==> src/shared/pc_paging_pkg.sv <==
// package: constants and carrier types for the program counter paging block
// ----------------------------------------------------------------------------
// ----------------------------------------------------------------------------
`default_nettype none
package pc_paging_pkg;
  localparam int PC_W = 13;
  localparam int FIELD_W = 11;
  localparam int STACK_DEPTH = 8;
  localparam int SP_W = 3;
  localparam int PAGE_HI = 4;
  localparam int PAGE_LO = 3;
  localparam int HI_HI = 4;
  localparam int HI_LO = 0;
  localparam logic [12:0] PC_RESET = 13'h0000;
  localparam logic [12:0] INT_VECTOR = 13'h0004;
  localparam logic [2:0] SP_RESET = 3'h0;
  localparam logic [7:0] LATCH_RESET = 8'h00;

  typedef enum logic [2:0] {
    OP_STEP,
    OP_HOLD,
    OP_BRANCH,
    OP_CALL,
    OP_RETURN,
    OP_LOW_WRITE,
    OP_INT_BRANCH
  } pc_op_t;

  // one command from the decoder per cycle
  typedef struct packed {
    pc_op_t op;
    logic [10:0] field;
    logic [7:0] low_data;
  } pc_cmd_t;
endpackage
`default_nettype wire

==> src/core/return_stack_mem.sv <==
// eight-entry word store for the return stack, registered read
`default_nettype none
module return_stack_mem
  import pc_paging_pkg::*;
(
  input wire logic clk, // core clock
  input wire logic reset_n, // async reset, active low
  input wire logic wr_en, // write strobe
  input wire logic [SP_W-1:0] wr_addr, // write slot
  input wire logic [PC_W-1:0] wr_data, // word to store
  input wire logic [SP_W-1:0] rd_addr, // read slot
  output logic [PC_W-1:0] rd_data // registered read word
);
  logic [PC_W-1:0] mem [STACK_DEPTH];

  // storage: no reset, contents are undefined until pushed
  always_ff @(posedge clk) begin
    if (wr_en) begin
      mem[wr_addr] <= wr_data;
    end
  end

  // registered read port; write-through so a push is visible at once
  always_ff @(posedge clk or negedge reset_n) begin
    if (!reset_n) begin
      rd_data <= PC_RESET;
    end else if (wr_en && wr_addr == rd_addr) begin
      rd_data <= wr_data;
    end else begin
      rd_data <= mem[rd_addr];
    end
  end
endmodule // return_stack_mem
`default_nettype wire

==> src/core/pc_paging.sv <==
// program counter load, paging and return stack control
`default_nettype none
module pc_paging
  import pc_paging_pkg::*;
(
  input wire logic clk, // core clock, 20 MHz
  input wire logic reset_n, // any reset source, active low
  input wire pc_cmd_t cmd, // decoder command this cycle
  input wire logic latch_we, // write strobe for the high latch
  input wire logic [7:0] latch_data, // data for the high latch
  input wire logic wake_int, // wake from sleep by interrupt, one cycle
  input wire logic global_interrupt_enable, // global enable level
  output logic [PC_W-1:0] pc, // program word address
  output logic [7:0] pc_high_latch, // high-byte latch contents
  output logic [7:0] pc_low_byte // counter bits 7:0 as read
);
  // --------------------------------------------------------------------------
  // stack pointer and helpers
  // --------------------------------------------------------------------------
  logic [SP_W-1:0] sp; // next free slot
  logic [PC_W-1:0] top_word;
  logic [PC_W-1:0] next_pc;
  logic push;
  logic pop;
  logic vector_take;
  logic [SP_W-1:0] rd_slot; // slot whose word shows next cycle
  logic [PC_W-1:0] push_word; // word saved by a push

  // --------------------------------------------------------------------------
  // address arithmetic
  // --------------------------------------------------------------------------
  // linear successor, wraps at the end of the 8K space
  function automatic logic [PC_W-1:0] succ(input logic [PC_W-1:0] a);
    return PC_W'(a + 13'h0001);
  endfunction

  // goto and call reach only the page picked by latch bits 4:3
  function automatic logic [PC_W-1:0] page_target(input logic [7:0] latch, input logic [FIELD_W-1:0] field);
    return {latch[PAGE_HI:PAGE_LO], field};
  endfunction

  // a low byte write takes all five upper bits from the latch
  function automatic logic [PC_W-1:0] low_target(input logic [7:0] latch, input logic [7:0] low);
    return {latch[HI_HI:HI_LO], low};
  endfunction

  // a wake with the enable set outranks any decoder command
  assign vector_take = wake_int && global_interrupt_enable;
  assign push = vector_take || cmd.op == OP_CALL || cmd.op == OP_INT_BRANCH;
  assign pop = !vector_take && cmd.op == OP_RETURN;

  // a wake resumes the interrupted word, a call resumes the one after it
  assign push_word = vector_take ? pc : succ(pc);

  // --------------------------------------------------------------------------
  // stack store
  // --------------------------------------------------------------------------
  // the store answers a cycle late, so the slot is picked one cycle ahead:
  // a push shows the new word, a pop shows the word under the old top
  always_comb begin
    rd_slot = SP_W'(sp - 3'h1);
    if (push) begin
      rd_slot = sp;
    end else if (pop) begin
      rd_slot = SP_W'(sp - 3'h2);
    end
  end

  return_stack_mem u_mem (
    .clk(clk),
    .reset_n(reset_n),
    .wr_en(push),
    .wr_addr(sp),
    .wr_data(push_word),
    .rd_addr(rd_slot),
    .rd_data(top_word)
  );

  // --------------------------------------------------------------------------
  // stack pointer: wraps freely, no overflow or underflow flag
  // --------------------------------------------------------------------------
  always_ff @(posedge clk or negedge reset_n) begin
    if (!reset_n) begin
      sp <= SP_RESET;
    end else if (push) begin
      sp <= SP_W'(sp + 3'h1);
    end else if (pop) begin
      sp <= SP_W'(sp - 3'h1);
    end
  end

  // --------------------------------------------------------------------------
  // next counter value
  // --------------------------------------------------------------------------
  always_comb begin
    next_pc = pc;
    if (vector_take) begin
      next_pc = INT_VECTOR;
    end else begin
      case (cmd.op)
        OP_STEP: next_pc = succ(pc);
        OP_HOLD: next_pc = pc;
        OP_BRANCH, OP_CALL: next_pc = page_target(pc_high_latch, cmd.field);
        OP_RETURN: next_pc = top_word;
        OP_LOW_WRITE: next_pc = low_target(pc_high_latch, cmd.low_data);
        OP_INT_BRANCH: next_pc = INT_VECTOR;
        default: next_pc = pc;
      endcase
    end
  end

  // program counter, cleared by every reset
  always_ff @(posedge clk or negedge reset_n) begin
    if (!reset_n) begin
      pc <= PC_RESET;
    end else begin
      pc <= next_pc;
    end
  end

  // high latch: only software writes it; returns never touch it
  always_ff @(posedge clk or negedge reset_n) begin
    if (!reset_n) begin
      pc_high_latch <= LATCH_RESET;
    end else if (latch_we) begin
      pc_high_latch <= latch_data;
    end
  end

  // low byte read value follows the counter
  always_ff @(posedge clk or negedge reset_n) begin
    if (!reset_n) begin
      pc_low_byte <= PC_RESET[7:0];
    end else begin
      pc_low_byte <= next_pc[7:0];
    end
  end
endmodule // pc_paging
`default_nettype wire

==> config.mk <==
export PLATFORM = sky130hd
export DESIGN_NAME = pc_paging
export DESIGN_NICKNAME = d
export VERILOG_FILES = /design/src/shared/pc_paging_pkg.sv /design/src/core/return_stack_mem.sv /design/src/core/pc_paging.sv
export SDC_FILE = /design/constraint.sdc
export NUM_CORES = 1
export LEC_CHECK = 0
export ABC_CLOCK_PERIOD_IN_PS = 2800
export BUFFER_PORTS_ARGS = -buffer_cell sky130_fd_sc_hd__buf_2
export CAP_MARGIN = 5
export CORE_AREA = 3 3 154 156
export CTS_CLUSTER_DIAMETER = 150
export DETAILED_ROUTE_END_ITERATION = 10
export DIE_AREA = 0 0 157 159
export SYNTH_ARGS = -nofsm -noshare
export SYNTH_HDL_FRONTEND = slang
export SYNTH_SLANG_ARGS = --single-unit
export TNS_END_PERCENT = 5
==> constraint.sdc <==
create_clock -name clk -period 2.8 [get_ports clk]
set_input_delay 0.14 -clock clk [delete_from_list [all_inputs] [get_ports clk]]
set_output_delay 0.14 -clock clk [all_outputs]
set_load 0.05 [all_outputs]
=== Word level (Yosys, flattened, before mapping) ===
Memories as Yosys holds them, arrays and structs flattened. A register that Yosys moved wholly into a read port is not among the register bits.
Cells that the tools add are included.

* Bits of input ports: 35
* Output and inout port bits: 29
* Flip-flop bits (word level): 24
* Logic and storage cells: 33
* RAM bits: 104
* Memories kept: 1

* Add/sub/neg operators: 4
* Eq/ne operators: 5
* Muxes and demuxes: 9
* Reductions and logical operators: 10

{| class="wikitable"
|+ Memories
! memory !! depth !! width !! rd ports !! clocked after Yosys merged registers in !! write ports !! RTL line !! RTL
|-
| u_mem.mem || 8 || 13 || 1 || 1 || 1 || return_stack_mem.sv:14 || <nowiki>logic [PC_W-1:0] mem [STACK_DEPTH];</nowiki>
|}

{| class="wikitable"
|+ Operators with widths
! cell !! number
|-
| 13-bit case mux with 5 select lines || 1
|-
| 13-bit two-way mux || 2
|-
| 13-bit by 1-bit adder with 13-bit output, second input constant || 1
|-
| 3-bit two-way mux || 4
|-
| 3-bit == test, second input constant || 3
|-
| 3-bit by 2-bit == test with 1-bit output, second input constant || 2
|-
| 6-bit nonzero test || 1
|-
| 3-bit by 1-bit adder with 3-bit output, second input constant || 1
|-
| 3-bit zero test || 1
|-
| 3-bit by 1-bit subtractor with 3-bit output, second input constant || 1
|-
| 3-bit by 2-bit subtractor with 3-bit output, second input constant || 1
|-
| 1-bit logical AND || 2
|-
| 1-bit zero test || 2
|-
| 1-bit logical OR || 2
|-
| 1-bit two-way mux || 2
|-
| 2-bit nonzero test || 1
|-
| 2-bit OR reduction || 1
|}

=== Longest topological paths before layout ===
Gate-level depths: netlist of run 1.

* Depth in word-level cells: 5
* Gate-level depth with buffers: 10
* Mapped depth without buffers: 8

=== Modules after synthesis ===
A second synthesis of run 1 with hierarchy kept.

* Cell total of the unflattened synthesis: 454
* Area total of the unflattened synthesis: 6631.4 µm²

{| class="wikitable"
|+ Modules (own cells, without submodules)
! module !! cells each !! times used !! sequential area each (µm²) !! area an instance (µm²)
|-
| return_stack_mem || 195 || 1 || 3448.3 || 4570.6
|-
| pc_paging || 259 || 1 || 600.6 || 2060.7
|}

=== Least setup slack after synthesis of run 1 ===
OpenSTA, ideal clock, no wires.

* Kind: flip-flop to flip-flop
* From: reg sp[0]
* To: reg u_mem.rd_data[0] (read register of u_mem.mem)
* Slack: 377 ps
* Period minus slack after synthesis: 2423 ps
* Data arrival time: 2299 ps
* Path buffers: 2
* Stages on the path, launching flop included: 9
* Path through: dfrtp_1 > inv_1 > ha_1 > a221oi_4 > o32a_1 > buf_6 > buf_6 > mux4_1 > a211o_1

* Cells in the longest elaborated chain, start to end: 3
* Elaborated cells between the ends (all ways): 4

{| class="wikitable"
|+ RTL lines
! what !! RTL line !! RTL
|-
| start: declaration || pc_paging.sv:20 || <nowiki>logic [SP_W-1:0] sp;</nowiki>
|-
| start signal: assignment || pc_paging.sv:86 || <nowiki>sp <= SP_W'(sp + 3'h1);</nowiki>
|-
| start signal: assignment || pc_paging.sv:88 || <nowiki>sp <= SP_W'(sp - 3'h1);</nowiki>
|-
| 3-bit by 1-bit subtractor with 3-bit output or 3-bit by 2-bit subtractor with 3-bit output (tied branches) || pc_paging.sv:61, pc_paging.sv:65 ||
|-
| 3-bit two-way mux || pc_paging.sv:64 || <nowiki>end else if (pop) begin</nowiki>
|-
| 3-bit two-way mux * || pc_paging.sv:62 || <nowiki>if (push) begin</nowiki>
|-
| end: declaration || return_stack_mem.sv:12 || <nowiki>output logic [PC_W-1:0] rd_data</nowiki>
|}

Mark *: on every way between the ends. The rest lies on a longest branch, timed or not.
A chain may end at the register's enable or synchronous reset.

=== Worst setup path in the final report of run 1 ===
* From: reg sp[1]
* To: reg u_mem.rd_data[0] (read register of u_mem.mem)

Same word-level chain as after synthesis.

==> results_dict.tcl, run 1 <==
set metrics [dict create \
    place_hpwl_microns 11700 \
    syn_area_per_cell_sq_um 12.9 \
    pin_count 64 \
    drv_cap 0 \
    ctsResizeCount 0 \
    postSynthNetCount 562 \
    grt_use_total 0.140 \
    p_sw_frac 0.340 \
    fin_crit_sh 0.923 \
    ys.warnings.count 0 \
    antennaDiodeCount 0 \
    fin_area_sq_mm 0.00808 \
    drive_above_1_share 0.265 \
    synthCells 520 \
    finalWorstSetupSlack_ns 0.217 \
    wl_per_cell_microns 19.2 \
    holdPathStages 4 \
    powerDensity_mw_per_mm2 971 \
    seqPwrFrac 0.372 \
    critPathRequiredTime_ns 3.12 \
    placed_area_sq_mm 0.00736 \
    fin_skew_ns 0.0111 \
    mostFrequentLayoutCells "edfxtp_1, buf_2, nand2_1, a21oi_1, dfrtp_1" \
    grt_pass1_vias 4593 \
    netlist_area_sq_mm 0.00672 \
    drtPass1Iterations 5 \
    antenna_found_initial 0 \
    cts_htree_levels 4 \
    clockBufferDepth 2 \
    clock.fmax_mhz 387 \
    fin_util 0.359 \
    dp_cells 858 \
    final_cells 899 \
    area_delta_synth_final_pct 20.4 \
    start_kind "register" \
    vias 4580 \
    reg2reg_depth 8 \
    slew_violations 0 \
    finalCriticalPeriod_ns 2.58 \
    worstSkewPairLatency_ns 0.43 \
    critical_path_class "reg -> reg" \
    start_util 0.298 \
    netSwitchingPower_mw 2.67 \
    tightestPinTransition_ns 0.937 \
    p_int_mw 5.18 \
    post_cts_buffers 0 \
    setup_violations 0 \
    status "finished clean" \
    async_flop_share 0.262 \
    pre_cts_ws_ns 0.261 \
    slew-limit-headroom 0.376 \
    grt-ovfl-total 0 \
    critPathMaxFanout 11 \
    synth_seq_cells 141 \
    finalSetupTns_ns 0 \
    postRouteAntennaNets 0 \
    coreArea_sq_mm 0.0225 \
    routed_wl_microns 17300 \
    ys_types 64 \
    p_comb_frac 0.318 \
    ir_worst_vdd_mv 0.556 \
    whs_endpoint "pc_low_byte[0]$_DFFE_PN0P_" \
    synth_edf_count 104 \
    cts.sinks 141 \
    hold_viol 0 \
    r2r_start "sp[1]$_DFFE_PN0P_" \
    cts_buffers 17 \
    r2r_slack_ns 0.22 \
    whs_ns 0.108 \
    viasPerCell 5.09 \
    dieArea_sq_mm 0.0250 \
    drtIter0Drc 292 \
    layout.nets 643 \
    finalWeightedCongestion 0.827 \
    rr_endpoint "u_mem.rd_data[0]$_DFF_PN0_" \
    grt_start_max_net_pins 38 \
    rsz0062_at_grt "false" \
    die_w_microns 157 \
    mostFrequentLayoutCell "edfxtp_1" \
    portBuffers 63 \
    synthFlopType "edfxtp_1" \
    p_total_mw 7.85 \
    rows 55 \
    synth-seq-area-share 0.603 \
    min_from "cmd[0]" \
    route.detailed.drc 0 \
    power.leakage_nw 3.09 \
    crit_arrival_ns 2.90 \
    die_height_microns 159 \
    pwr-share-clk 0.310 \
    clock-root-buffer "clkbuf_16" \
    grt_pass1_wl_microns 26600 \
    cts_tree "yes" \
    clkSlewWorstSetupHoldPaths_ns 0.07 \
    worstSetupEndpointType "register" \
    hold_path.class "in -> reg" \
]
[Yosys cell counts (all sizes together) (3+ instances only)]
| cell | n | area share |
|---|---|---|
| o21ai | 23 | 0.017 |
| mux2i | 4 | 0.0060 |
| nand4 | 4 | 0.0037 |
| o22a | 3 | 0.0039 |
| nor3 | 6 | 0.0052 |
| xnor2 | 10 | 0.016 |
| a22oi | 3 | 0.0034 |
| a21oi | 53 | 0.040 |
| nand2b | 5 | 0.0050 |
| nand2 | 56 | 0.032 |
| mux2 | 14 | 0.023 |
| nor2b | 6 | 0.0056 |
| a31oi | 6 | 0.0056 |
| clkbuf | 18 | 0.010 |
| and2 | 5 | 0.0047 |
| a22o | 10 | 0.013 |
| edfxtp | 104 | 0.47 |
| nand3 | 5 | 0.0037 |
| ha | 7 | 0.013 |
| buf | 21 | 0.027 |
| a211o | 3 | 0.0039 |
| a221oi | 3 | 0.0065 |
| dfrtp | 37 | 0.14 |
| inv | 10 | 0.0063 |
| nor2 | 29 | 0.019 |
| and3 | 13 | 0.012 |
| mux4 | 14 | 0.049 |
| o22ai | 15 | 0.014 |
| xor2 | 6 | 0.0089 |
| a211oi | 3 | 0.0041 |
[final cells by class]
cell class,instances,area (sq um)
Clock buffer,18,429
Clock inverter,14,208
Timing Repair Buffer,101,623
Tap cell,285,357
Fill cell,2162,14400
Inverter,10,42.5
Multi-Input combinational cell,330,2380
Sequential cell,141,4050
[power groups by stage]
stage | clock network [mW] | logic (mW) | registers, mW
6_report | 2.43 | 2.50 | 2.92
5_1_grt | 2.56 | 2.71 | 2.94
4_1_cts | 2.47 | 2.51 | 2.91
3_5_place_dp | 0 | 2.49 | 2.95
3_3_place_gp | 0 | 2.46 | 2.95
2_1_floorplan | 0 | 1.70 | 3.04
[per-layer routing]
metal | track usage | vias up | part of all wire
li1 | - | 2132 | -
met1 | 0.183 | 2274 | 0.45
met2 | 0.227 | 148 | 0.48
met3 | 0.0353 | 26 | 0.052
met4 | 0.0470 | 0 | 0.018
met5 | 0 | - | 0
[registers in the layout, summed over array words and instances, names as in the netlist]
register       count
sp                 3
u_mem.rd_data     13
pc                 5
u_mem.mem        104
pc_low_byte        8
pc_high_latch      8
[worst max path at each step]
stage | start | slack, ns | depth (start not counted) | to
2_1_floorplan | sp[0]$_DFFE_PN0P_ | 0.38 | 8 | u_mem.rd_data[0]$_DFF_PN0_
3_5_place_dp | sp[1]$_DFFE_PN0P_ | 0.26 | 7 | u_mem.rd_data[0]$_DFF_PN0_
5_1_grt | sp[1]$_DFFE_PN0P_ | 0.05 | 8 | u_mem.rd_data[9]$_DFF_PN0_
6_report | sp[1]$_DFFE_PN0P_ | 0.22 | 8 | u_mem.rd_data[0]$_DFF_PN0_
3_3_place_gp | sp[0]$_DFFE_PN0P_ | 0.36 | 7 | u_mem.rd_data[0]$_DFF_PN0_
4_1_cts | sp[1]$_DFFE_PN0P_ | 0.25 | 7 | u_mem.rd_data[0]$_DFF_PN0_
[worst max-delay path: stages (launching register included)]
cell	delay, ns
dfrtp_1	0.39
inv_1	0.13
ha_1	0.32
a221oi_4	0.38
o32a_1	0.34
buf_4	0.27
mux2i_1	0.20
o221ai_1	0.14
a211o_1	0.29
[cell families after synthesis]
kind of cell	count (synthesis)	share of synthesized area
AOI/OAI and AO/OA	142	0.141
DFF	141	0.603
and+or+nand+nor	133	0.0965
buffers and inverters	49	0.0432
muxes	32	0.0786
xor gates and xnor gates	16	0.0248
adders and majority gates	7	0.0130
[repair_timing]
action / in CTS / in global routing
hold endpoints to repair: 45 / 0
hold buffers: 9 / 0
endpoints found under the setup margin: 0 / 0
(Power assumes the default switching activity.)
==> run 2: changes to the inputs <==
RECOVER_POWER = 25   (was not set)
==> run 2 against run 1 <==
Effect of this change: the run now ends with capacitance limit, slew limit left; worst setup slack improved by 0.0068 ns; register-to-register slack about the same; sequential cell count is the same; final cell count unchanged; clock-buffer cell count stayed put; routed wire length is 0.24% higher; critical path depth is the same; critical path type unchanged; critical endpoint unchanged; largest cell class unchanged; largest power group unchanged; highest routed layer unchanged.
==> results_dict.tcl, run 2 (synthesis gave the netlist of run 1 again) <==
set metrics [dict create \
    status "finished, violations left" \
    violations "capacitance limit, slew limit" \
    antenna_found_initial 0 \
    p_comb_frac 0.317 \
    largest-register "u_mem.mem" \
    rsz0062_at_grt "false" \
    cts_buffers 17 \
    cts_tree "yes" \
    finalWeightedCongestion 0.827 \
    postRouteAntennaNets 0 \
    post_cts_buffers 0 \
    start_kind "register" \
    hold_viol 0 \
    grt_start_max_net_pins 38 \
    worstSetupEndpointType "register" \
    viasPerCell 5.05 \
    grt_pass1_wl_microns 26600 \
    routed_wl_microns 17300 \
    tightestPinTransition_ns 2.22 \
    crit_chain "inv_1 > ha_1 > a221oi_4 > o32a_1 > buf_4 > mux2i_1 > o221ai_1 > a211o_1" \
    final_cells 899 \
    layout.nets 643 \
    place_hpwl_microns 11700 \
    drive_above_1_share 0.225 \
    p_int_mw 5.17 \
    clock-root-buffer "clkbuf_16" \
    hold_path.class "in -> reg" \
    clkSlewWorstSetupHoldPaths_ns 0.07 \
    fin_crit_sh 0.920 \
    coreArea_sq_mm 0.0225 \
    critPathMaxFanout 11 \
    pin_count 64 \
    clock.fmax_mhz 388 \
    critical_path_class "reg -> reg" \
    clockBufferDepth 2 \
    setup_violations 0 \
    mostFrequentLayoutCell "edfxtp_1" \
    reg2reg_depth 8 \
    grt_use_total 0.140 \
    powerDensity_mw_per_mm2 974 \
    die_height_microns 159 \
    cts.sinks 141 \
    pwr-share-clk 0.310 \
    holdPathStages 2 \
    cts_htree_levels 4 \
    grt_pass1_vias 4593 \
    max_stage_delay_ns 0.38 \
    finalSetupTns_ns 0 \
    portBuffers 63 \
    rows 55 \
    route.detailed.drc 0 \
    p_total_mw 7.84 \
    cp_slowest_cell "ha_1" \
    fin_skew_ns 0.00919 \
    grt-ovfl-total 0 \
    wl_per_cell_microns 19.3 \
    antennaDiodeCount 0 \
    largest_reg_flops 104 \
    area_delta_synth_final_pct 19.8 \
    ir_worst_vdd_mv 0.552 \
    critPathRequiredTime_ns 3.11 \
    worstSkewPairLatency_ns 0.43 \
    slew-limit-headroom -0.480 \
    mostFrequentLayoutCells "edfxtp_1, nand2_1, a21oi_1, buf_2, dfrtp_1" \
    seqPwrFrac 0.373 \
    slew_violations 38 \
    drtIter0Drc 341 \
    largest_registers "u_mem.mem x104, u_mem.rd_data x13" \
    p_sw_frac 0.340 \
    drtPass1Iterations 5 \
    die_w_microns 157 \
    dieArea_sq_mm 0.0250 \
    vias 4540 \
    power.leakage_nw 3.02 \
    finalCriticalPeriod_ns 2.58 \
    crit_arrival_ns 2.89 \
    netSwitchingPower_mw 2.67 \
    dp_cells 858 \
    drv_cap 1 \
    start_util 0.298 \
]
run 2: cell types whose count changed in the layout (fill, tap and decap cells not counted):
cell | before | now
buf_2 | 63 | 39
clkbuf_1 | 1 | 25
xor2_1 | 5 | 6
xor2_2 | 1 | 0
run 2: metrics by stage:
stage / area (sq um) / hold slack [ns] / worst slack (ns) / utilization
detailed placement: 7360 / 0.350 / 0.261 / 0.327
CTS: 8080 / 0.0974 / 0.246 / 0.359
global route: 8050 / 0.112 / 0.0495 / 0.358
floorplan: 6720 / -0.156 / 0.377 / -
finish: 8050 / 0.110 / 0.223 / 0.358
global placement: 7360 / 0.334 / 0.364 / 0.327
run 2: layout make-up:
type / count / area, sq um
Fill cell: 2179 / 14500
Sequential cell: 141 / 4050
Inverter: 10 / 42.5
Tap cell: 285 / 357
Multi-Input combinational cell: 330 / 2370
Clock buffer: 18 / 429
Clock inverter: 14 / 208
Timing Repair Buffer: 101 / 593
run 2: worst paths after layout:
path	start	slack [ns]	end
max in group asynchronous	reset_n	0.60	u_mem.rd_data[2]$_DFF_PN0_
hold reg to reg	pc_high_latch[5]$_DFFE_PN0P_	0.51	pc_high_latch[5]$_DFFE_PN0P_
hold / removal	latch_we	0.11	pc_high_latch[0]$_DFFE_PN0P_
min in group asynchronous	reset_n	0.93	pc_high_latch[4]$_DFFE_PN0P_
setup / recovery	sp[0]$_DFFE_PN0P_	0.22	u_mem.rd_data[0]$_DFF_PN0_
setup reg to reg	sp[0]$_DFFE_PN0P_	0.22	u_mem.rd_data[0]$_DFF_PN0_
run 2: power groups by stage:
stage               sequential [mW]  clock, mW  combinational (mW)
floorplan                      3.04          0                1.70
global placement               2.95          0                2.46
detailed placement             2.95          0                2.49
CTS                            2.91       2.47                2.51
global route                   2.95       2.56                2.70
finish                         2.92       2.43                2.49
run 2: critical path, delay by kind of cell (launching register included):
kind	cells	cell delay (ns)
buffers and inverters	2	0.35
multiplexers	1	0.20
flip-flops	1	0.36
AO/OA/AOI/OAI	4	1.15
adder cells (fa/ha/maj)	1	0.38
run 2: per-layer routing:
layer | vias to the layer above | GRT usage | part of all wire
met1 | 2218 | 0.183 | 0.44
met2 | 161 | 0.227 | 0.48
met5 | - | 0 | 0
li1 | 2127 | - | -
met4 | 0 | 0.0470 | 0.022
met3 | 34 | 0.0353 | 0.060
run 2: timing repair:
action / 4_1_cts / 5_1_grt
gates resized for setup: 0 / 0
hold endpoints to repair: 45 / 0
hold buffers: 9 / 0
endpoints found under the setup margin: 0 / 0
